==> config.mk <==
export PLATFORM = sky130hd
export DESIGN_NAME = csf_clock_fanout
export DESIGN_NICKNAME = d
export VERILOG_FILES = /design/src/csf_pkg.sv /design/src/csf_diff_rx.sv /design/src/csf_clock_fanout.sv
export VERILOG_INCLUDE_DIRS = /design/src
export SDC_FILE = /design/constraint.sdc
export NUM_CORES = 1
export LEC_CHECK = 0
export ABC_AREA = 1
export BUFFER_PORTS_ARGS = -buffer_cell sky130_fd_sc_hd__clkbuf_2
export CAP_MARGIN = 40
export CORE_AREA = 2 2 39 41
export DETAILED_ROUTE_END_ITERATION = 6
export DIE_AREA = 0 0 41 43
export PLACE_DENSITY_LB_ADDON = 0.25
export SETUP_SLACK_MARGIN = 0.02
export SLEW_MARGIN = 20
export SYNTH_ARGS = -nofsm -noshare
export SYNTH_HDL_FRONTEND = slang
export SYNTH_HIERARCHICAL = 1
export SYNTH_SLANG_ARGS = --single-unit
==> constraint.sdc <==
create_clock -name mclk_i -period 2.2 [get_ports mclk_i]
set_input_delay 0.33 -clock mclk_i [delete_from_list [all_inputs] [get_ports mclk_i]]
set_output_delay 0.33 -clock mclk_i [all_outputs]
set_load 0.02 [all_outputs]
==> src/csf_consts.svh <==
`ifndef CSF_CONSTS_SVH
`define CSF_CONSTS_SVH

// Number of differential output pairs
`define CSF_NUM_OUT        9
// Levels assumed for pins left open
`define CSF_TRUE_OPEN_LVL  1'b0
`define CSF_COMP_OPEN_LVL  1'b1
`define CSF_SEL_OPEN_LVL   1'b1
`define CSF_OE_OPEN_LVL    1'b1
// Reset values of the gate logic
`define CSF_SMP_RST        1'b0
`define CSF_LVL_RST        1'b0
`define CSF_OUT_TRUE_RST   1'b0

`endif

==> src/csf_pkg.sv <==
`default_nettype none

package csf_pkg;

  // Output gate state, one-hot
  typedef enum logic [1:0] {
    CSF_GATE_OFF = 2'b01,
    CSF_GATE_ON  = 2'b10
  } csf_gate_t;

  // Resolves a pin that may be left open to its default level
  function automatic logic csf_pin(input logic val, input logic open, input logic dflt);
    return open ? dflt : val;
  endfunction

endpackage

`default_nettype wire

==> src/csf_diff_rx.sv <==
`include "csf_consts.svh"
`default_nettype none

module csf_diff_rx
  import csf_pkg::*;
(
  input  wire logic true_i,
  input  wire logic true_open_i,
  input  wire logic comp_i,
  input  wire logic comp_open_i,
  output logic      level_o
);

  logic true_eff;
  logic comp_eff;

  // Open legs take their default; a fully open pair reads as a static low
  always_comb begin
    true_eff = csf_pin(true_i, true_open_i, `CSF_TRUE_OPEN_LVL);
    comp_eff = csf_pin(comp_i, comp_open_i, `CSF_COMP_OPEN_LVL);
    level_o  = true_eff & ~comp_eff;
  end

endmodule

`default_nettype wire

==> src/csf_clock_fanout.sv <==
// Behaviour
// - Nine differential pairs all carry the same selected clock, complement inverted.
// - Select low routes the HSTL clock, select high routes the PECL clock.
// - Gate low holds true legs low and complement legs high.
// - Enable state changes only while the clock is low; the gate causes no runt pulses.
// - Output gate is sampled on the rising input clock edge, not combinationally.
// - Open select, open gate and open complement legs read as high.
// - Open true legs read as low; a fully open pair is a static low.
// - Gate sampled low keeps outputs disabled for the following clock cycle.
// - Gate sampled high passes the next input clock period normally.
`include "csf_consts.svh"
`default_nettype none

module csf_clock_fanout
  import csf_pkg::*;
#(
  parameter int NUM_OUT = `CSF_NUM_OUT
) (
  input  wire logic               mclk_i,
  input  wire logic               arst_n_i,
  input  wire logic               hstl_clock_in_true_i,
  input  wire logic               hstl_clock_in_true_open_i,
  input  wire logic               hstl_clock_in_comp_i,
  input  wire logic               hstl_clock_in_comp_open_i,
  input  wire logic               pecl_clock_in_true_i,
  input  wire logic               pecl_clock_in_true_open_i,
  input  wire logic               pecl_clock_in_comp_i,
  input  wire logic               pecl_clock_in_comp_open_i,
  input  wire logic               src_sel_i,
  input  wire logic               src_sel_open_i,
  input  wire logic               out_gate_i,
  input  wire logic               out_gate_open_i,
  output logic [NUM_OUT-1:0]      fanout_outputs_true_o,
  output logic [NUM_OUT-1:0]      fanout_outputs_comp_o
);

  logic              hstl_lvl;
  logic              pecl_lvl;
  logic              sel_eff;
  logic              gate_eff;
  logic              sel_lvl;
  logic              rise;
  logic              lvl_q;
  logic              lvl_d;
  logic              smp_q;
  logic              smp_d;
  csf_gate_t         state_q;
  csf_gate_t         state_d;
  logic [NUM_OUT-1:0] true_q;
  logic [NUM_OUT-1:0] true_d;

  // Differential receivers with open-pin defaults
  csf_diff_rx u_hstl_rx (
    .true_i      (hstl_clock_in_true_i),
    .true_open_i (hstl_clock_in_true_open_i),
    .comp_i      (hstl_clock_in_comp_i),
    .comp_open_i (hstl_clock_in_comp_open_i),
    .level_o     (hstl_lvl)
  );

  csf_diff_rx u_pecl_rx (
    .true_i      (pecl_clock_in_true_i),
    .true_open_i (pecl_clock_in_true_open_i),
    .comp_i      (pecl_clock_in_comp_i),
    .comp_open_i (pecl_clock_in_comp_open_i),
    .level_o     (pecl_lvl)
  );

  // Control pins and source multiplexer; the select has no glitch guard,
  // so switching it while the chosen clock is high can cut a pulse short
  always_comb begin
    sel_eff  = csf_pin(src_sel_i, src_sel_open_i, `CSF_SEL_OPEN_LVL);
    gate_eff = csf_pin(out_gate_i, out_gate_open_i, `CSF_OE_OPEN_LVL);
    sel_lvl  = sel_eff ? pecl_lvl : hstl_lvl;
    rise     = sel_lvl & ~lvl_q;
  end

  // Next state of the gate: sample on rising edge, apply while low.
  // Applying the sample only in a low phase is what keeps the gate from cutting any pulse short.
  always_comb begin
    lvl_d   = sel_lvl;
    smp_d   = smp_q;
    state_d = state_q;
    if (rise) begin
      smp_d = gate_eff;
    end
    if (!sel_lvl) begin
      state_d = smp_q ? CSF_GATE_ON : CSF_GATE_OFF;
    end
    true_d = (state_q == CSF_GATE_ON && sel_lvl) ? {NUM_OUT{1'b1}}
                                                 : {NUM_OUT{1'b0}};
  end

  // Gate registers
  always_ff @(posedge mclk_i or negedge arst_n_i) begin
    if (!arst_n_i) begin
      lvl_q   <= `CSF_LVL_RST;
      smp_q   <= `CSF_SMP_RST;
      state_q <= CSF_GATE_OFF;
      true_q  <= {NUM_OUT{`CSF_OUT_TRUE_RST}};
    end else begin
      lvl_q   <= lvl_d;
      smp_q   <= smp_d;
      state_q <= state_d;
      true_q  <= true_d;
    end
  end

  // Fan out one registered value to every pair
  assign fanout_outputs_true_o = true_q;
  assign fanout_outputs_comp_o = ~true_q;
endmodule

`default_nettype wire

==> run_results.csv <==
group,metric,value,unit
status,status,"finished, final reports clean",
yosys,synthDistinctLibCells,16,
yosys,yosys.area_share.xor_xnor,0,%
yosys,avgSynthCellArea,7.439,um^2
yosys,synth_edf_count,0,
yosys,yosysTopAreaCell,"buf_4",
floorplanning,die_h,43,um
critical_path,critPathMaxStageDelay,450,ps
clock_tree,cts_buffers,3,
clock_tree,root_buffer,"clkbuf_4",
yosys,syn_nets,69,
clock_tree,post_cts_buffers,0,
cells_and_area,antenna_cells,0,
global_routing,grt_max_degree,11,
power_and_ir_drop,p_per_area,503.8,mW/mm^2
sta,skew,1.504,ps
detailed_routing,first_iter_violations,5,
clock_tree,htreeDepth,1,
clock_tree,clock_sinks,5,
yosys,synth_common_cells,"buf_4 (16), nand2_1 (11), inv_1 (10), dfrtp_1 (4)",
cells_and_area,final_net_count,90,
critical_path,cp_cell_sequence,"inv_1 > clkbuf_2",
yosys,ys.flop_type,"dfrtp_1",
yosys,async_flop_share,100.0,%
critical_path,cp-start-kind,"flop",
floorplanning,rows,14,
yosys,yosys.area_share.simple,24.16,%
critical_path,cp-end-kind,"output port",
yosys,synthTopCellsByArea,"buf_4 (29%), dfrtp_1 (24%), nand2_1 (10%)",
clock_tree,clk_latency,240,ps
detailed_routing,drc,0,
floorplanning,core,0.001384,mm^2
sta,timing.fmax,696.0,MHz
critical_path,required,1870,ps
yosys,ys_seq_elements,5,
global_routing,antenna_found_initial,0,
yosys,synth_top_family_by_area,"buffers and inverters",
sta,slew_headroom,84.32,%
cells_and_area,area_delta_synth_final,22.32,%
sta,period_share,65.31,%
floorplanning,io_pins,32,
critical_path,worstPathArrival,1110,ps
global_routing,grt_overflow,0,
sta,finalSetupTns,0,ps
clock_tree,clkSlewWorstSetupHoldPaths,40,ps
sta,setup_viol,0,
place,gp_congestion,0.7229,
place,hpwl,547.8,um
detailed_routing,routedWlPerCell,7.209,um
yosys,synth.most_common_cell,"buf_4",
clock_tree,cts_max_path_buffers,2,
detailed_routing,ant_nets,0,
sta,slew_violations,0,
critical_path,cp_slowest_cell,"dfrtp_1",
critical_path,crit_fanout,10,
global_routing,grt_pass1_vias,288,
sta,fin_ws,763.3,ps
detailed_routing,vias_per_cell,3.802,
place,port-buffer-count,31,
yosys,synth_compound_area_share,6.422,%
cells_and_area,drive_gt1_share,54.67,%
place,post-place-ws,1000,ps
yosys,synth_warnings,6,
power_and_ir_drop,p_total,0.0002521,W
detailed_routing,dr.pass1.iters,4,
detailed_routing,via_count,346,
yosys,synthAdderAreaFrac,0,%
yosys,synth_top_area_share,29.36,%
clock_tree,cts_resized,0,
yosys,synthMuxAreaShare,0,%
sta,finalCriticalPeriod,1437,ps
sta,rsz0062_at_grt,"false",
global_routing,grt_pass1_wl,1000,um
power_and_ir_drop,leakagePower,0.3062,nW
yosys,synth_area,409.1,um^2
yosys,ys_seq_area_share,30.89,%
sta,tightest_slew,235.2,ps
sta,hold_viol,0,
floorplanning,die_x,41,um
floorplanning,start_util,29.57,%
power_and_ir_drop,ir_worst_vdd,0.2842,mV
global_routing,gr-usage-all-layers,8.493,%
clock_tree,cts_tree,"done",
critical_path,path_class,"reg2out",
cells_and_area,nFillCells,154,
floorplanning,dieArea,0.001763,mm^2
detailed_routing,postRouteWirelength,656,um
job,drv_cap,0,
place,placed_area,464.2,um^2
worst_hold_path,hold_path_class,"in2async",
cells_and_area,stdcell_area,500.5,um^2
yosys,synthCells,55,
-- area by class of cell --
type                    instances  area (um^2)  area share, %
repair buffers                 32        165.2          33.00
flip-flops and latches          5        126.4          25.25
multi-input cells              24        125.1          25.00
inverters                      10        37.54          7.500
clock buffers                   4        26.28          5.250
well taps                      16        20.02          4.000
-- state kept, by name, indices dropped and copies added, names as in the netlist --
signal                 flops
smp_q                      1
fanout_outputs_true_o      1
state_q                    2
lvl_q                      1
-- power by group --
part	internal (W)	switching [W]	total (W)
clock network	0.0000685	0.0000371	0.000106
logic	0.0000190	0.0000195	0.0000385
registers	0.000103	0.00000524	0.000108
total	0.000190	0.0000619	0.000252
-- timing repair --
item                                   4_1_cts  5_1_grt
setup endpoints to repair                    0        0
hold buffers                                 1        0
endpoints found under the hold margin        4        0
-- cell families (layout without fill, tap and decap cells) --
kind of cell	Yosys count	after routing
AO/OA/AOI/OAI	4	4
flip-flops	5	5
buffers and inverters	26	46
AND/OR/NAND/NOR	20	20
-- stage by stage --
step	std cells	hold slack (ps)	util (%)
after floorplan	55	34.41	-
after global placement	86	152.0	33.54
after detailed placement	86	151.1	33.54
after CTS	91	417.6	36.17
after global routing	91	441.5	36.17
final	91	426.3	36.17
-- worst max-delay path, delay by kind of cell, from the launching register on --
| family | cells | cell delay [ps] |
|---|---|---|
| DFF | 1 | 450 |
| buffers and inverters | 2 | 420 |
-- path summary, 6_finish.rpt --
| check | from | end | slack (ps) | depth (start not counted) |
|---|---|---|---|---|
| min reg2reg | smp_q | state_q[0] | 470 | 1 |
| min in group mclk_i | src_sel_i | lvl_q | 430 | 3 |
| min | arst_n_i | lvl_q | 430 | 2 |
| max in group asynchronous | arst_n_i | state_q[0] | 1550 | 2 |
| max | fanout_outputs_true_o[5] | fanout_outputs_comp_o[5] | 760 | 2 |
| max reg2reg | state_q[0] | fanout_outputs_true_o[5] | 1430 | 3 |
-- layer usage --
layer	global-route usage (%)	share of wire (%)	vias up
met4	6.000	0	0
met5	0	0	-
met3	3.141	9.9	0
met2	12.81	49	17
li1	-	-	187
met1	9.211	41	142
-- layout by cell type (no fill, tap or decap) --
cell           instances
a21oi_1                1
nand3_1                2
o21bai_1               1
dlygate4sd3_1          1
nand2_2                1
nor2_1                 2
nand3_2                1
o21ai_2                1
o21ai_1                1
nand2_1               11
clkbuf_4               3
dfstp_2                1
inv_1                 10
clkbuf_1               1
nor2_2                 1
dfrtp_1                4
or2_2                  1
nand2_4                1
clkbuf_2              31
Note: power is estimated with default switching activity, not from simulation.
